File: config.mk
export PLATFORM = sky130hd
export DESIGN_NAME = adc_channel_clock_trigger_ctrl
export DESIGN_NICKNAME = d
export VERILOG_FILES = /design/src/rtl/adc_ctrl_pkg.sv /design/src/rtl/adc_channel_clock_trigger_ctrl.sv
export SDC_FILE = /design/constraint.sdc
export NUM_CORES = 1
export LEC_CHECK = 0
export BUFFER_PORTS_ARGS = -buffer_cell sky130_fd_sc_hd__buf_4
export CORE_UTILIZATION = 40
export DETAILED_ROUTE_END_ITERATION = 8
export GPL_TIMING_DRIVEN = 0
export PLACE_DENSITY = 0.65
export SYNTH_ARGS = -nofsm -noshare
export SYNTH_HDL_FRONTEND = slang
export SYNTH_SLANG_ARGS = --single-unit
File: constraint.sdc
create_clock -name pclk -period 3.8 [get_ports pclk]
set_input_delay 0.38 -clock pclk [delete_from_list [all_inputs] [get_ports pclk]]
set_output_delay 0.38 -clock pclk [all_outputs]
set_load 0.1 [all_outputs]
File: src/rtl/adc_ctrl_pkg.sv
// ==========================================================
// register map, field layouts, codes and timing
package adc_ctrl_pkg;
  // register byte offsets on the bus
  localparam logic [7:0] OFS_CTRL_ONE = 8'h00;
  localparam logic [7:0] OFS_CTRL_TWO = 8'h04;
  localparam logic [7:0] OFS_RES_HIGH = 8'h08;
  localparam logic [7:0] OFS_RES_LOW  = 8'h0c;
  localparam logic [7:0] OFS_CMP      = 8'h10;
  localparam logic [7:0] OFS_CFG      = 8'h14;
  localparam logic [7:0] OFS_PIN_ONE  = 8'h18;
  localparam logic [7:0] OFS_PIN_TWO  = 8'h1c;
  // channel codes with a fixed meaning
  localparam logic [4:0] CH_EXT_LAST  = 5'h05;
  localparam logic [4:0] CH_EXT_D0    = 5'h08;
  localparam logic [4:0] CH_EXT_D1    = 5'h09;
  localparam logic [4:0] CH_TEMP      = 5'h1a;
  localparam logic [4:0] CH_BANDGAP   = 5'h1b;
  localparam logic [4:0] CH_VREFH     = 5'h1d;
  localparam logic [4:0] CH_OFF       = 5'h1f;
  // conversion clock sources
  localparam logic [1:0] CLK_BUS      = 2'h0;
  localparam logic [1:0] CLK_BUS_HALF = 2'h1;
  localparam logic [1:0] CLK_LOCAL    = 2'h2;
  localparam logic [1:0] CLK_ALT      = 2'h3;
  // result formats
  localparam logic [1:0] FMT_8        = 2'h0;
  localparam logic [1:0] FMT_12       = 2'h1;
  localparam logic [1:0] FMT_10       = 2'h2;
  // last tick count of a conversion, one less than its length in conversion clock ticks
  localparam logic [4:0] CONV_LAST    = 5'h13;
  // control register one
  typedef struct packed {
    logic       done;
    logic       ien;
    logic       cont;
    logic [4:0] ch;
  } ctrl_one_t;
  // control register two, low nibble reads zero
  typedef struct packed {
    logic       active;
    logic       trig_sel;
    logic       cmp_en;
    logic       cmp_gt;
    logic [3:0] rsvd;
  } ctrl_two_t;
  // clock and format configuration
  typedef struct packed {
    logic       rsvd7;
    logic [1:0] div;
    logic       rsvd4;
    logic [1:0] fmt;
    logic [1:0] src;
  } cfg_t;
  // one-hot converter states
  typedef enum logic [1:0] {
    ST_IDLE = 2'b01,
    ST_CONV = 2'b10
  } state_t;
endpackage

File: src/rtl/adc_channel_clock_trigger_ctrl.sv
// The placing of the registers and the APB slave port were decided locally.
`timescale 1ns/1ps
// Contract
// - decode 5-bit channel select, 11111 disables
// - reserved channels give undefined results
// - temperature sensor on its own channel
// - four conversion clock sources selectable
// - alternate clock fed from reference clock
// - selected source divided to conversion clock
// - alternate clock kept running in wait
// - trigger select enables counter trigger
// - counter equals modulo starts a conversion
// - trigger works without counter interrupt enable
// - trigger works in run, wait, stop3
// - only two pin enable registers exist
// - right-justified 12, 10 or 8 bit results
// - single or continuous, single returns idle
// - compare less-than or greater-equal gates flag
// - done flag with maskable interrupt request
// - control one write aborts and restarts
// - all-ones channel stops, no extra conversion
// - done cleared by write or low read
module adc_channel_clock_trigger_ctrl
  import adc_ctrl_pkg::*;
(
  input  wire logic        pclk,
  input  wire logic        presetn,
  input  wire logic        psel,
  input  wire logic        penable,
  input  wire logic        pwrite,
  input  wire logic [7:0]  paddr,
  input  wire logic [31:0] pwdata,
  output logic      [31:0] prdata,
  output logic             pready,
  output logic             pslverr,
  input  wire logic [11:0] analog_sample,
  input  wire logic        local_async_clock,
  input  wire logic        alternate_clock_in,
  input  wire logic [7:0]  rtc_count_value,
  input  wire logic [7:0]  rtc_modulo_value,
  output logic      [4:0]  mux_channel,
  output logic             mux_enable,
  output logic             ext_pin_sel,
  output logic             temp_sensor_sel,
  output logic             conv_active,
  output logic      [15:0] pin_analog_enable_bit,
  output logic             alt_clock_run,
  output logic             conv_irq
);
  // ==========================================================
  // state
  state_t      st_q, st_d;              // converter state
  ctrl_one_t   one_q, one_d;            // channel, mode, flag
  ctrl_two_t   two_q, two_d;            // compare and trigger
  cfg_t        cfg_q, cfg_d;            // clock and format
  logic [11:0] cmp_q, cmp_d;            // compare value
  logic [11:0] res_q, res_d;            // last result
  logic [7:0]  pin1_q, pin1_d;          // pin enables 0..7
  logic [7:0]  pin2_q, pin2_d;          // pin enables 8..15
  logic [4:0]  cnt_q, cnt_d;            // conversion tick count
  logic [2:0]  div_q, div_d;            // clock divider
  logic        half_q, half_d;          // bus clock halved
  logic        pend_q, pend_d;          // pending hw trigger
  logic        match_q, match_d;        // counter match seen
  logic [31:0] prdata_q, prdata_d;
  logic        pready_q, pready_d;
  logic        pslverr_q, pslverr_d;
  logic [4:0]  mux_q, mux_d;
  logic        muxen_q, muxen_d;
  logic        ext_q, ext_d;
  logic        temp_q, temp_d;
  logic        act_q, act_d;
  logic        altrun_q, altrun_d;
  logic        irq_q, irq_d;
  // synchronisers for pins from other domains
  logic [2:0]  loc_s, alt_s;            // [0] first stage only
  logic [11:0] smp_s1, smp_s2;
  // ==========================================================
  // combinational helpers
  logic        acc, wr, rd, wr_one, rd_low, rtc_ev;
  logic        tick, ctick, fin, cmp_ok;
  logic [2:0]  div_lim;
  logic [11:0] res_fmt;

  // a transfer completes when ready is already up
  assign acc    = psel & penable & pready_q;
  assign wr     = acc & pwrite;
  assign rd     = acc & ~pwrite;
  assign wr_one = wr && (paddr == OFS_CTRL_ONE);
  assign rd_low = rd && (paddr == OFS_RES_LOW);
  // counter match makes one pulse per match, independent of its own interrupt enable
  assign rtc_ev = (rtc_count_value == rtc_modulo_value) & ~match_q;
  // divide ratio 1, 2, 4 or 8
  assign div_lim = 3'((4'h1 << cfg_q.div) - 4'h1);
  assign ctick   = tick && (div_q == div_lim);
  assign fin     = (st_q == ST_CONV) && ctick && (cnt_q == CONV_LAST);

  // ==========================================================
  // pick the conversion clock source as an enable in pclk
  // the asynchronous sources count rising edges after sync, so they
  // must run well below pclk or edges are missed
  always_comb
  begin
    case (cfg_q.src)
      CLK_BUS:      tick = 1'b1;
      CLK_BUS_HALF: tick = half_q;
      CLK_LOCAL:    tick = loc_s[1] & ~loc_s[2];
      default:      tick = alt_s[1] & ~alt_s[2];
    endcase
  end

  // ==========================================================
  // format and compare the sampled value
  always_comb
  begin
    case (cfg_q.fmt)
      FMT_12:  res_fmt = smp_s2;
      FMT_10:  res_fmt = {2'h0, smp_s2[11:2]};
      default: res_fmt = {4'h0, smp_s2[11:4]};
    endcase
    // greater-or-equal or less-than the programmed value
    cmp_ok = two_q.cmp_gt ? (res_fmt >= cmp_q) : (res_fmt < cmp_q);
  end

  // ==========================================================
  // next state for registers, converter and bus answer
  always_comb
  begin
    st_d      = st_q;
    one_d     = one_q;
    two_d     = two_q;
    cfg_d     = cfg_q;
    cmp_d     = cmp_q;
    res_d     = res_q;
    pin1_d    = pin1_q;
    pin2_d    = pin2_q;
    cnt_d     = cnt_q;
    pend_d    = pend_q;
    half_d    = ~half_q;
    match_d   = (rtc_count_value == rtc_modulo_value);
    div_d     = div_q;
    prdata_d  = 32'h0;
    pslverr_d = 1'b0;
    // one wait state, then ready for one cycle
    pready_d  = psel & penable & ~pready_q;
    // divider advances on source ticks only
    if (tick)
      div_d = (div_q == div_lim) ? 3'h0 : 3'(div_q + 3'h1);
    // clears first, so a completion below still sets the flag
    if (wr_one || rd_low)
      one_d.done = 1'b0;
    // converter sequencing
    case (st_q)
      ST_IDLE:
      begin
        // a pending trigger starts only on a conversion tick
        if (pend_q && ctick)
        begin
          st_d   = ST_CONV;
          cnt_d  = 5'h00;
          pend_d = 1'b0;
        end
      end
      ST_CONV:
      begin
        if (ctick)
          cnt_d = 5'(cnt_q + 5'h01);
        if (fin)
        begin
          // reserved channels still convert; value is meaningless
          res_d = res_fmt;
          if (!two_q.cmp_en || cmp_ok)
            one_d.done = 1'b1;
          cnt_d = 5'h00;
          if (!one_q.cont)
            st_d = ST_IDLE;
        end
      end
      default:
        st_d = ST_IDLE;
    endcase
    // register writes
    if (wr)
    begin
      case (paddr)
        OFS_CTRL_ONE:
        begin
          one_d.ien  = pwdata[6];
          one_d.cont = pwdata[5];
          one_d.ch   = pwdata[4:0];
          pend_d     = 1'b0;
          cnt_d      = 5'h00;
          // abort; restart at once unless hw triggered or off
          if (pwdata[4:0] == CH_OFF)
            st_d = ST_IDLE;
          else if (!two_q.trig_sel)
            st_d = ST_CONV;
          else
            st_d = ST_IDLE;
        end
        OFS_CTRL_TWO:
        begin
          two_d.trig_sel = pwdata[6];
          two_d.cmp_en   = pwdata[5];
          two_d.cmp_gt   = pwdata[4];
        end
        OFS_CMP:     cmp_d = pwdata[11:0];
        OFS_CFG:
        begin
          cfg_d.div = pwdata[6:5];
          cfg_d.fmt = pwdata[3:2];
          cfg_d.src = pwdata[1:0];
        end
        OFS_PIN_ONE: pin1_d = pwdata[7:0];
        OFS_PIN_TWO: pin2_d = pwdata[7:0];
        default:     ;
      endcase
    end
    // counter trigger arms after the write branch so a match in the
    // same cycle as a control write is not lost; an off write still wins
    if (rtc_ev && two_q.trig_sel && (one_d.ch != CH_OFF))
      pend_d = 1'b1;
    // read data is prepared in the wait state
    if (psel && penable && !pready_q)
    begin
      case (paddr)
        OFS_CTRL_ONE: prdata_d = {24'h0, one_q};
        OFS_CTRL_TWO: prdata_d = {24'h0, st_q == ST_CONV, two_q.trig_sel, two_q.cmp_en, two_q.cmp_gt, 4'h0};
        OFS_RES_HIGH: prdata_d = {28'h0, res_q[11:8]};
        OFS_RES_LOW:  prdata_d = {24'h0, res_q[7:0]};
        OFS_CMP:      prdata_d = {20'h0, cmp_q};
        OFS_CFG:      prdata_d = {24'h0, 1'b0, cfg_q.div, 1'b0, cfg_q.fmt, cfg_q.src};
        OFS_PIN_ONE:  prdata_d = {24'h0, pin1_q};
        OFS_PIN_TWO:  prdata_d = {24'h0, pin2_q};
        default:      pslverr_d = 1'b1;
      endcase
    end
    // outputs, registered so the analog side sees clean levels
    mux_d    = one_q.ch;
    muxen_d  = (one_q.ch != CH_OFF);
    ext_d    = (one_q.ch <= CH_EXT_LAST) || (one_q.ch == CH_EXT_D0) || (one_q.ch == CH_EXT_D1);
    temp_d   = (one_q.ch == CH_TEMP);
    act_d    = (st_d == ST_CONV);
    // ask the clock generator to keep the alternate clock alive in wait
    altrun_d = (cfg_q.src == CLK_ALT) && (one_q.ch != CH_OFF);
    irq_d    = one_q.done & one_q.ien;
  end

  // ==========================================================
  // synchronisers: first stage feeds only the second
  always_ff @(posedge pclk or negedge presetn)
  begin
    if (!presetn)
    begin
      loc_s  <= 3'h0;
      alt_s  <= 3'h0;
      smp_s1 <= 12'h000;
      smp_s2 <= 12'h000;
    end
    else
    begin
      loc_s  <= {loc_s[1:0], local_async_clock};
      alt_s  <= {alt_s[1:0], alternate_clock_in};
      smp_s1 <= analog_sample;
      smp_s2 <= smp_s1;
    end
  end

  // ==========================================================
  // main registers
  always_ff @(posedge pclk or negedge presetn)
  begin
    if (!presetn)
    begin
      st_q      <= ST_IDLE;
      one_q     <= '{done: 1'b0, ien: 1'b0, cont: 1'b0, ch: CH_OFF};
      two_q     <= '0;
      cfg_q     <= '0;
      cmp_q     <= 12'h000;
      res_q     <= 12'h000;
      pin1_q    <= 8'h00;
      pin2_q    <= 8'h00;
      cnt_q     <= 5'h00;
      div_q     <= 3'h0;
      half_q    <= 1'b0;
      pend_q    <= 1'b0;
      match_q   <= 1'b0;
      prdata_q  <= 32'h0;
      pready_q  <= 1'b0;
      pslverr_q <= 1'b0;
      mux_q     <= CH_OFF;
      muxen_q   <= 1'b0;
      ext_q     <= 1'b0;
      temp_q    <= 1'b0;
      act_q     <= 1'b0;
      altrun_q  <= 1'b0;
      irq_q     <= 1'b0;
    end
    else
    begin
      st_q      <= st_d;
      one_q     <= one_d;
      two_q     <= two_d;
      cfg_q     <= cfg_d;
      cmp_q     <= cmp_d;
      res_q     <= res_d;
      pin1_q    <= pin1_d;
      pin2_q    <= pin2_d;
      cnt_q     <= cnt_d;
      div_q     <= div_d;
      half_q    <= half_d;
      pend_q    <= pend_d;
      match_q   <= match_d;
      prdata_q  <= prdata_d;
      pready_q  <= pready_d;
      pslverr_q <= pslverr_d;
      mux_q     <= mux_d;
      muxen_q   <= muxen_d;
      ext_q     <= ext_d;
      temp_q    <= temp_d;
      act_q     <= act_d;
      altrun_q  <= altrun_d;
      irq_q     <= irq_d;
    end
  end

  assign prdata                = prdata_q;
  assign pready                = pready_q;
  assign pslverr               = pslverr_q;
  assign mux_channel           = mux_q;
  assign mux_enable            = muxen_q;
  assign ext_pin_sel           = ext_q;
  assign temp_sensor_sel       = temp_q;
  assign conv_active           = act_q;
  assign pin_analog_enable_bit = {pin2_q, pin1_q};
  assign alt_clock_run         = altrun_q;
  assign conv_irq              = irq_q;

  // ==========================================================
  // checks
  property p_off_stops;
    @(posedge pclk) disable iff (!presetn)
    wr_one && (pwdata[4:0] == CH_OFF) |=> (st_q == ST_IDLE) ##1 (st_q == ST_IDLE);
  endproperty
  a_off_stops: assert property (p_off_stops) else $error("off code did not stop");

  property p_restart;
    @(posedge pclk) disable iff (!presetn)
    wr_one && (pwdata[4:0] != CH_OFF) && !two_q.trig_sel |=> (st_q == ST_CONV) && (cnt_q == 5'h00);
  endproperty
  a_restart: assert property (p_restart) else $error("write did not restart");

  property p_clr_write;
    @(posedge pclk) disable iff (!presetn)
    (wr_one || rd_low) && !fin |=> !one_q.done;
  endproperty
  a_clr_write: assert property (p_clr_write) else $error("done flag not cleared");

  property p_done_set;
    @(posedge pclk) disable iff (!presetn)
    fin && !two_q.cmp_en |=> one_q.done && (res_q == $past(res_fmt));
  endproperty
  a_done_set: assert property (p_done_set) else $error("done flag not set");

  property p_irq;
    @(posedge pclk) disable iff (!presetn)
    one_q.done && one_q.ien |=> irq_q;
  endproperty
  a_irq: assert property (p_irq) else $error("interrupt missing");

  property p_single;
    @(posedge pclk) disable iff (!presetn)
    fin && !one_q.cont && !wr_one |=> (st_q == ST_IDLE) && !act_q;
  endproperty
  a_single: assert property (p_single) else $error("single did not idle");

  property p_trig;
    @(posedge pclk) disable iff (!presetn)
    rtc_ev && two_q.trig_sel && (one_q.ch != CH_OFF) && !wr_one |=> pend_q || (st_q == ST_CONV);
  endproperty
  a_trig: assert property (p_trig) else $error("trigger lost");

  property p_temp;
    @(posedge pclk) disable iff (!presetn)
    (one_q.ch == CH_TEMP) |=> temp_sensor_sel && mux_enable;
  endproperty
  a_temp: assert property (p_temp) else $error("temp channel not routed");

  property p_pin_two;
    @(posedge pclk) disable iff (!presetn)
    wr && (paddr == OFS_PIN_TWO) |=> pin_analog_enable_bit[15:8] == $past(pwdata[7:0]);
  endproperty
  a_pin_two: assert property (p_pin_two) else $error("pin enable two wrong");

  property p_fmt8;
    @(posedge pclk) disable iff (!presetn)
    fin && (cfg_q.fmt == FMT_8) |=> (res_q[11:8] == 4'h0);
  endproperty
  a_fmt8: assert property (p_fmt8) else $error("8-bit result not justified");
endmodule

==> impl_metrics.py, run 1 <==
metrics = {
    "sta": {
        "layout_setup_ws_ps": 303,
        "tightest_slew_ps": 836,
        "rsz0062_at_grt": "no",
        "fin_tns_setup_ps": 0,
        "min_period_ps": 3500,
        "finalHoldViolations": 0,
        "skew_ps": 8.10,
        "relSlewSlack": 0.437,
        "finalSetupViolCount": 0,
        "fmax_ghz": 0.286,
        "hold_ws_ps": 62.6,
        "drv_slew": 0,
        "finalCritPeriodShare": 0.920,
    },
    "synthesis": {
        "yosys.cell_types.count": 69,
        "synthFlopType": "dfrtp_1",
        "ys_ff_latch": 125,
        "yosysWarnings": 0,
        "synth_edf_count": 0,
        "avgSynthCellArea_um2": 11.4,
        "synth-seq-area-share": 0.546,
        "async_reset_ff_frac": 1.00,
        "netlist_area_um2": 5750,
        "syn_inst": 503,
    },
    "place": {
        "gp_congestion": 0.893,
        "post-dp-hpwl_um": 10300,
        "pre_cts_ws_ps": 420,
        "port_buffers": 94,
    },
    "die": {
        "initial_core_util": 0.413,
        "die-area_um2": 14900,
        "die_w_um": 122,
        "core-area_um2": 13900,
        "die_y_um": 122,
        "rows": 43,
        "io_pins": 136,
    },
    "critical_path": {
        "regToRegEndpoint": "one_q[7]",
        "reg2regPathDepth": 12,
        "worstSetupPathType": "reg2reg",
        "critPathMaxStageDelay_ps": 700,
        "rr_startpoint": "cfg_q[3]",
        "critPathLaunchType": "flip-flop",
        "required_ps": 4100,
        "critPathCaptureType": "flip-flop",
        "worst-path-buf-inv": 2,
        "r2r_slack_ps": 300,
        "crit_chain": "inv_1, ha_1, clkbuf_1, a22oi_1, o21ai_0, ha_1, nor2b_1, o211ai_1, a211oi_1, or4b_2, a21boi_0, o21ai_0",
        "arrival_ps": 3800,
        "path_max_fanout": 10,
        "critPathSlowestCell": "or4b_2",
        "crit_family": "compound AO/OA/AOI/OAI gates",
    },
    "clock_network": {
        "htreeDepth": 4,
        "insertion_delay_ps": 420,
        "cts_tree": "built",
        "cts.sinks": 125,
        "cts_buffers": 17,
        "clockBufferDepth": 2,
        "postCtsSetupRepairBufs": 0,
        "clkTransAtPathRegs_ps": 60,
        "cts_root_buffer": "clkbuf_16",
    },
    "pwr": {
        "finalPower_w": 0.00337,
        "peakVddDrop_uv": 297,
        "power.density_nw_per_um2": 457,
        "leakage_nw": 3.54,
    },
    "finish": {
        "final_nets": 730,
        "syn_to_final_growth_pct": 28.2,
        "drive_above_1_share": 0.340,
        "diodes": 0,
        "num-fill-cells": 1252,
        "layout_common_cells": "dfrtp_1 (114), buf_4 (113), nand2_1 (59), mux2_2 (36), o21ai_0 (31)",
        "mostFrequentLayoutCell": "dfrtp_1",
    },
    "status": {
        "outcome": "completed",
    },
    "hold_path": {
        "hold_depth": 1,
        "hp-start": "analog_sample[9]",
        "hp-class": "in2reg",
        "min_to": "smp_s1[9]",
    },
    "global_route": {
        "grt_pass1_vias": 4404,
        "antenna_found_initial": 0,
        "overflow": 0,
        "grt_pass1_wl_um": 22000,
        "grt_use_total": 0.199,
        "grt_max_degree": 88,
    },
    "routing": {
        "route.met3.wl_um": 770,
        "vias": 4310,
        "route.detailed.drc": 0,
        "routed_via_density": 5.19,
        "wirelength_um": 13700,
        "drt-initial-drc-count": 315,
        "drt-wirelength-per-cell_um": 16.5,
        "highest_layer": "met4",
        "met1_length_um": 5590,
        "drtPass1Iterations": 5,
        "wl_met2_um": 7090,
        "detail-route-antenna-nets": 0,
    },
    "run": {
        "cap_violations": 0,
    },
}
kinds of logic (layout without fill, tap and decap cells):
family	Yosys count	after routing	synth area share
buffers and inverters	53	181	0.0498
multiplexers	40	40	0.0774
adder cells (fa/ha/maj)	19	19	0.0409
XOR/XNOR	10	10	0.0152
flip-flops	125	125	0.546
other	1	20	0.000652
AO/OA/AOI/OAI	109	109	0.128
AND/OR/NAND/NOR	146	146	0.142
through the flow:
stage | area [µm²] | utilization | cells
after global placement | 6760 | 0.485 | 796
final | 7380 | 0.529 | 830
after global routing | 7380 | 0.529 | 830
after floorplan | 5830 | - | 522
after CTS | 7380 | 0.529 | 830
after detailed placement | 6790 | 0.487 | 797
area by class of cell:
cell class / instances / area [µm²] / area share
Buffer: 32 / 208 / 0.0282
Inverter: 21 / 78.8 / 0.0107
Sequential cell: 125 / 3140 / 0.426
Timing Repair Buffer: 96 / 747 / 0.101
Multi-Input combinational cell: 344 / 2400 / 0.325
Tap cell: 180 / 225 / 0.0305
Clock inverter: 11 / 108 / 0.0146
Clock buffer: 21 / 470 / 0.0638
timing repair:
action | CTS | global route
resized for setup | 0 | 0
hold buffers | 1 | 0
endpoints found under the hold margin | 31 | 0
synthesized netlist by cell type (2+ instances only):
| cell | count | area, µm² |
|---|---|---|
| a21boi_0 | 3 | 22.5 |
| a21o_1 | 2 | 15.0 |
| a21oi_1 | 18 | 90.1 |
| a222oi_1 | 6 | 60.1 |
| a22oi_1 | 23 | 173 |
| a31oi_1 | 5 | 31.3 |
| and2_1 | 7 | 43.8 |
| and3b_1 | 2 | 17.5 |
| and4_1 | 2 | 17.5 |
| buf_2 | 4 | 20.0 |
| buf_4 | 20 | 150 |
| clkbuf_1 | 7 | 26.3 |
| dfrtp_1 | 114 | 2850 |
| dfstp_2 | 11 | 289 |
| ha_1 | 18 | 225 |
| inv_1 | 21 | 78.8 |
| mux2_2 | 36 | 405 |
| mux2i_1 | 4 | 40.0 |
| nand2_1 | 59 | 221 |
| nand2_4 | 2 | 22.5 |
| nand2b_1 | 2 | 12.5 |
| nand3_1 | 10 | 50.1 |
| nand4_1 | 6 | 37.5 |
| nor2_1 | 22 | 82.6 |
| nor2_4 | 2 | 22.5 |
| nor3_1 | 7 | 35.0 |
| nor3_2 | 2 | 20.0 |
| nor4_2 | 2 | 25.0 |
| o211ai_1 | 2 | 15.0 |
| o21ai_0 | 31 | 155 |
| o22ai_1 | 3 | 18.8 |
| o31ai_1 | 2 | 15.0 |
| or2_1 | 2 | 12.5 |
| or2_2 | 3 | 18.8 |
| xnor2_1 | 8 | 70.1 |
| xor2_1 | 2 | 17.5 |
sequential cells by signal, indices dropped and copies added (netlist names), 6 cells and up:
register  count
cfg_q         6
cmp_q        12
pin1_q        8
pin2_q        8
prdata       12
res_q        12
smp_s1       12
smp_s2       12
where the power goes:
part / internal, W / switching (W)
sequential: 0.00137 / 0.0000254
combinational: 0.000153 / 0.000273
clock: 0.000955 / 0.000596
total: 0.00248 / 0.000895
layer usage:
| metal | up-vias | track usage |
|---|---|---|
| met1 | 2125 | 0.235 |
| met3 | 22 | 0.0562 |
| li1 | 2042 | - |
| met4 | 0 | 0.0795 |
| met5 | - | 0 |
| met2 | 121 | 0.340 |
how the worst max path moves through the flow:
stage               startpoint  endpoint  slack, ps  cells past startpoint
CTS                   cfg_q[3]  one_q[7]        400                     12
global route          cfg_q[2]  one_q[7]         70                     12
global placement      cfg_q[3]  one_q[7]        460                     12
finish                cfg_q[3]  one_q[7]        300                     12
floorplan             cfg_q[2]  one_q[7]       1030                     12
detailed placement    cfg_q[3]  one_q[7]        420                     12
No activity file was read; power rests on OpenSTA's default activity.
==> inputs of run 2 (changes only) <==
Clock period 3.8 ns to 3.37 ns, I/O delays scaled along.
==> run 2 against run 1 <==
- clock skew barely moved
- sequential share of layout area barely moved
- combinational power rose by 13%
- via count fell by 0.37%
- die area did not move
- register-to-register slack got worse by 110 ps
- largest cell class unchanged
- highest routed layer unchanged
==> impl_metrics.py, run 2 (same netlist as run 1, synthesis figures left out) <==
metrics = {
    "status": {
        "outcome": "completed",
    },
    "clock_network": {
        "cts_root_buffer": "clkbuf_16",
        "cts_tree": "built",
        "insertion_delay_ps": 420,
        "clkTransAtPathRegs_ps": 60,
        "htreeDepth": 4,
        "cts.sinks": 125,
        "clockBufferDepth": 2,
        "cts_buffers": 17,
    },
    "finish": {
        "diodes": 0,
        "mostFrequentLayoutCell": "dfrtp_1",
        "postLayoutCellArea_um2": 7380,
        "syn_to_final_growth_pct": 28.2,
        "drive_above_1_share": 0.345,
        "postLayoutCoreUtil": 0.529,
        "layout_common_cells": "dfrtp_1 (114), buf_4 (113), nand2_1 (59), mux2_2 (36), o21ai_0 (30)",
        "final_nets": 729,
        "num-fill-cells": 1251,
    },
    "routing": {
        "drt-initial-drc-count": 326,
        "wirelength_um": 13800,
        "drtPass1Iterations": 5,
        "drt-wirelength-per-cell_um": 16.7,
        "route.detailed.drc": 0,
        "vias": 4294,
        "detail-route-antenna-nets": 0,
        "routed_via_density": 5.18,
    },
    "sta": {
        "fmax_ghz": 0.315,
        "drv_slew": 0,
        "finalHoldViolations": 0,
        "finalSetupViolCount": 0,
        "rsz0062_at_grt": "no",
        "skew_ps": 7.90,
        "layout_setup_ws_ps": 195,
        "min_period_ps": 3180,
        "finalCritPeriodShare": 0.942,
        "tightest_slew_ps": 885,
        "fin_tns_setup_ps": 0,
        "relSlewSlack": 0.404,
    },
    "die": {
        "die-area_um2": 14900,
        "initial_core_util": 0.413,
        "rows": 43,
        "die_y_um": 122,
        "io_pins": 136,
        "core-area_um2": 13900,
        "die_w_um": 122,
    },
    "global_route": {
        "met2_usage": 0.340,
        "grt_use_total": 0.199,
        "grt_pass1_vias": 4398,
        "met3_usage": 0.0548,
        "grt_max_degree": 88,
        "grt_most_used_layer": "met2",
        "overflow": 0,
        "antenna_found_initial": 0,
        "grt_pass1_wl_um": 22000,
        "grt_use_met1": 0.236,
    },
    "critical_path": {
        "r2r_slack_ps": 190,
        "worstSetupPathType": "reg2reg",
        "critPathSlowestCell": "or4b_2",
        "reg2regPathDepth": 12,
        "regToRegEndpoint": "one_q[7]",
        "critPathMaxStageDelay_ps": 690,
        "path_max_fanout": 10,
        "crit_chain": "inv_1, ha_1, clkbuf_2, a22oi_1, o21ai_1, ha_1, nor2b_1, o211ai_1, a211oi_1, or4b_2, a21boi_1, o21ai_0",
        "critPathCaptureType": "flip-flop",
        "required_ps": 3670,
        "crit_top_cell": "ha_1",
        "rr_startpoint": "cfg_q[3]",
        "arrival_ps": 3480,
        "critPathLaunchType": "flip-flop",
    },
    "hold_path": {
        "hp-class": "in2reg",
        "min_to": "smp_s1[9]",
        "hp-start": "analog_sample[9]",
        "hold_depth": 1,
    },
    "place": {
        "pre_cts_ws_ps": -9.71,
        "post-dp-hpwl_um": 10300,
        "gp_congestion": 0.893,
        "placedInstanceArea_um2": 6790,
        "port_buffers": 94,
    },
    "pwr": {
        "peakVddDrop_uv": 337,
        "leakage_nw": 3.54,
        "power.density_nw_per_um2": 516,
        "finalPower_w": 0.00381,
    },
    "run": {
        "cap_violations": 0,
    },
}
-- run 2: cell types whose count changed in the layout (fill, tap and decap cells not counted), sizes merged --
cell / delta
clkbuf: -1
-- run 2: cell type report --
cell class	count	area, µm²	area share
Tap cell	180	225	0.0305
Clock inverter	11	108	0.0146
Timing Repair Buffer	96	747	0.101
Multi-Input combinational cell	344	2400	0.325
Clock buffer	21	470	0.0638
Inverter	21	78.8	0.0107
Sequential cell	125	3140	0.426
Buffer	31	206	0.0280
-- run 2: stage by stage --
step	std cells	hold slack, ps
2_1_floorplan	522	41.4
3_3_place_gp	796	334
3_5_place_dp	797	269
4_1_cts	829	0.699
5_1_grt	829	6.45
6_report	829	17.3
-- run 2: critical path, delay by kind of cell, from the launching register on --
family	cells	cell delay, ps
compound gates	6	930
simple gates	2	830
fa+ha+maj	2	550
flops	1	400
buf+inv	2	330
-- run 2: how the worst max path moves through the flow --
stage / start / end / slack [ps] / cells past startpoint
after floorplan: cfg_q[2] / one_q[7] / 600 / 12
after global placement: cfg_q[3] / one_q[7] / 30 / 12
after detailed placement: cfg_q[3] / one_q[7] / -10 / 12
after CTS: cfg_q[3] / one_q[7] / 100 / 12
after global routing: cfg_q[3] / one_q[7] / 20 / 12
final: cfg_q[3] / one_q[7] / 190 / 12
-- run 2: routing by layer --
metal / up-vias / part of all wire / routed length (µm)
li1: 2041 / - / -
met1: 2104 / 0.41 / 5660
met2: 124 / 0.51 / 7070
met3: 25 / 0.058 / 806
met4: 0 / 0.019 / 267
met5: - / 0 / 0
-- run 2: repair_timing --
action | CTS | global route
hold buffers | 1 | 0
buffers inserted | 0 | 0
gates resized for setup | 1 | 5
hold endpoints to repair | 31 | 0
setup endpoints to repair | 1 | 1
-- run 2: power by group --
part | total (W) | switching (W) | internal, W | leakage [nW]
registers | 0.00157 | 0.0000285 | 0.00154 | 1.54
logic | 0.000481 | 0.000309 | 0.000173 | 1.72
clock network | 0.00175 | 0.000675 | 0.00108 | 0.280
total | 0.00381 | 0.00101 | 0.00279 | 3.54
==> inputs of run 3 (changes only) <==
Clock period 3.37 ns to 3.72 ns, I/O delays scaled along.
==> run 3 against run 2 <==
- design area about the same
- clock skew hardly changed
- sequential cell count did not move
- sequential share of layout area about the same
- via count increased by 0.63%
- largest cell class unchanged
- largest power group unchanged
==> impl_metrics.py, run 3 (same netlist as run 1, synthesis figures left out) <==
metrics = {
    "critical_path": {
        "reg2regPathDepth": 12,
        "regToRegEndpoint": "one_q[7]",
        "worstSetupPathType": "reg2reg",
        "arrival_ps": 3820,
        "critPathLaunchType": "flip-flop",
        "path_max_fanout": 10,
        "r2r_slack_ps": 200,
        "critPathCaptureType": "flip-flop",
        "rr_startpoint": "cfg_q[3]",
        "required_ps": 4020,
    },
    "global_route": {
        "grt_use_met1": 0.235,
        "grt_pass1_wl_um": 22000,
        "grt_max_degree": 88,
        "met2_usage": 0.340,
        "grt_pass1_vias": 4404,
        "grt_most_used_layer": "met2",
        "grt_use_total": 0.199,
        "antenna_found_initial": 0,
        "overflow": 0,
        "met3_usage": 0.0562,
    },
    "die": {
        "die-area_um2": 14900,
        "initial_core_util": 0.413,
        "die_w_um": 122,
        "die_y_um": 122,
        "io_pins": 136,
        "rows": 43,
        "core-area_um2": 13900,
    },
    "clock_network": {
        "clkTransAtPathRegs_ps": 60,
        "cts_buffers": 17,
        "postCtsSetupRepairBufs": 0,
        "ctsResizeCount": 0,
        "clockBufferDepth": 2,
        "cts_tree": "built",
        "htreeDepth": 4,
        "cts_root_buffer": "clkbuf_16",
        "cts.sinks": 125,
        "insertion_delay_ps": 420,
    },
    "hold_path": {
        "min_to": "smp_s1[9]",
        "hp-start": "analog_sample[9]",
        "hp-class": "in2reg",
        "hold_depth": 1,
    },
    "routing": {
        "drt-initial-drc-count": 343,
        "vias": 4321,
        "detail-route-antenna-nets": 0,
        "wirelength_um": 13800,
        "routed_via_density": 5.21,
        "route.detailed.drc": 0,
        "drt-wirelength-per-cell_um": 16.7,
        "drtPass1Iterations": 5,
    },
    "finish": {
        "syn_to_final_growth_pct": 28.1,
        "drive_above_1_share": 0.341,
        "final_nets": 729,
        "layout_common_cells": "dfrtp_1 (114), buf_4 (113), nand2_1 (59), mux2_2 (36), o21ai_0 (31)",
        "mostFrequentLayoutCell": "dfrtp_1",
        "diodes": 0,
    },
    "sta": {
        "relSlewSlack": 0.442,
        "rsz0062_at_grt": "no",
        "finalCritPeriodShare": 0.947,
        "fmax_ghz": 0.284,
        "drv_slew": 0,
        "fin_tns_setup_ps": 0,
        "skew_ps": 7.53,
        "finalSetupViolCount": 0,
        "min_period_ps": 3520,
        "tightest_slew_ps": 830,
        "finalHoldViolations": 0,
    },
    "place": {
        "gp_congestion": 0.893,
        "port_buffers": 94,
        "post-dp-hpwl_um": 10300,
    },
    "pwr": {
        "leakage_nw": 3.53,
        "peakVddDrop_uv": 304,
        "finalPower_w": 0.00344,
        "power.density_nw_per_um2": 467,
    },
    "run": {
        "cap_violations": 0,
    },
    "status": {
        "outcome": "completed",
    },
}
run 3: cell counts in the layout (fill, tap and decap cells not counted):
Identical to the previous run, type by type.
run 3: layout make-up:
type                    count  area, µm²
fillers                  1250       6560
flip-flops and latches    125       3140
multi-input cells         344       2400
repair buffers             96        747
clock buffers              21        470
well taps                 180        225
plain buffers              31        204
clock inverters            11        108
inverters                  21       78.8
run 3: repair_timing:
action	CTS	global route
hold endpoints to repair	31	0
endpoints found under the setup margin	0	1
hold buffers	1	0
run 3: power breakdown:
group          switching [W]  internal [W]  leakage (nW)
clock               0.000608      0.000975         0.280
sequential         0.0000261       0.00140          1.54
combinational       0.000279      0.000156          1.71
run 3: how the worst max path moves through the flow:
| stage | slack, ps | to | startpoint |
|---|---|---|---|
| final | 200 | one_q[7] | cfg_q[3] |
| after floorplan | 950 | one_q[7] | cfg_q[2] |
| after global routing | 4 | one_q[7] | cfg_q[3] |
| after global placement | 380 | one_q[7] | cfg_q[3] |
| after detailed placement | 340 | one_q[7] | cfg_q[3] |
| after CTS | 320 | one_q[7] | cfg_q[3] |
run 3: worst max-delay path, cell delays in order (launching register included):
cell and delay [ps]:
dfrtp_1 400, inv_1 80, ha_1 240, clkbuf_1 350
a22oi_1 120, o21ai_0 380, ha_1 330, nor2b_1 140
o211ai_1 150, a211oi_1 120, or4b_2 690, a21boi_0 290
o21ai_0 120
run 3: stage by stage:
stage / hold slack (ps) / setup slack, ps / cells / area, µm² / utilization
finish: 53.9 / 199 / 829 / 7370 / 0.529
global route: 41.4 / 3.92 / 829 / 7370 / 0.529
CTS: 35.7 / 319 / 830 / 7380 / 0.529
detailed placement: 304 / 340 / 797 / 6790 / 0.487
global placement: 334 / 376 / 796 / 6760 / 0.485
floorplan: 76.4 / 953 / 522 / 5830 / -
run 3: routing by layer:
metal | share of wire | vias to the layer above | wire (µm)
met3 | 0.062 | 24 | 854
met1 | 0.40 | 2123 | 5580
met2 | 0.52 | 137 | 7140
met4 | 0.017 | 0 | 236
li1 | - | 2037 | -
met5 | 0 | - | 0
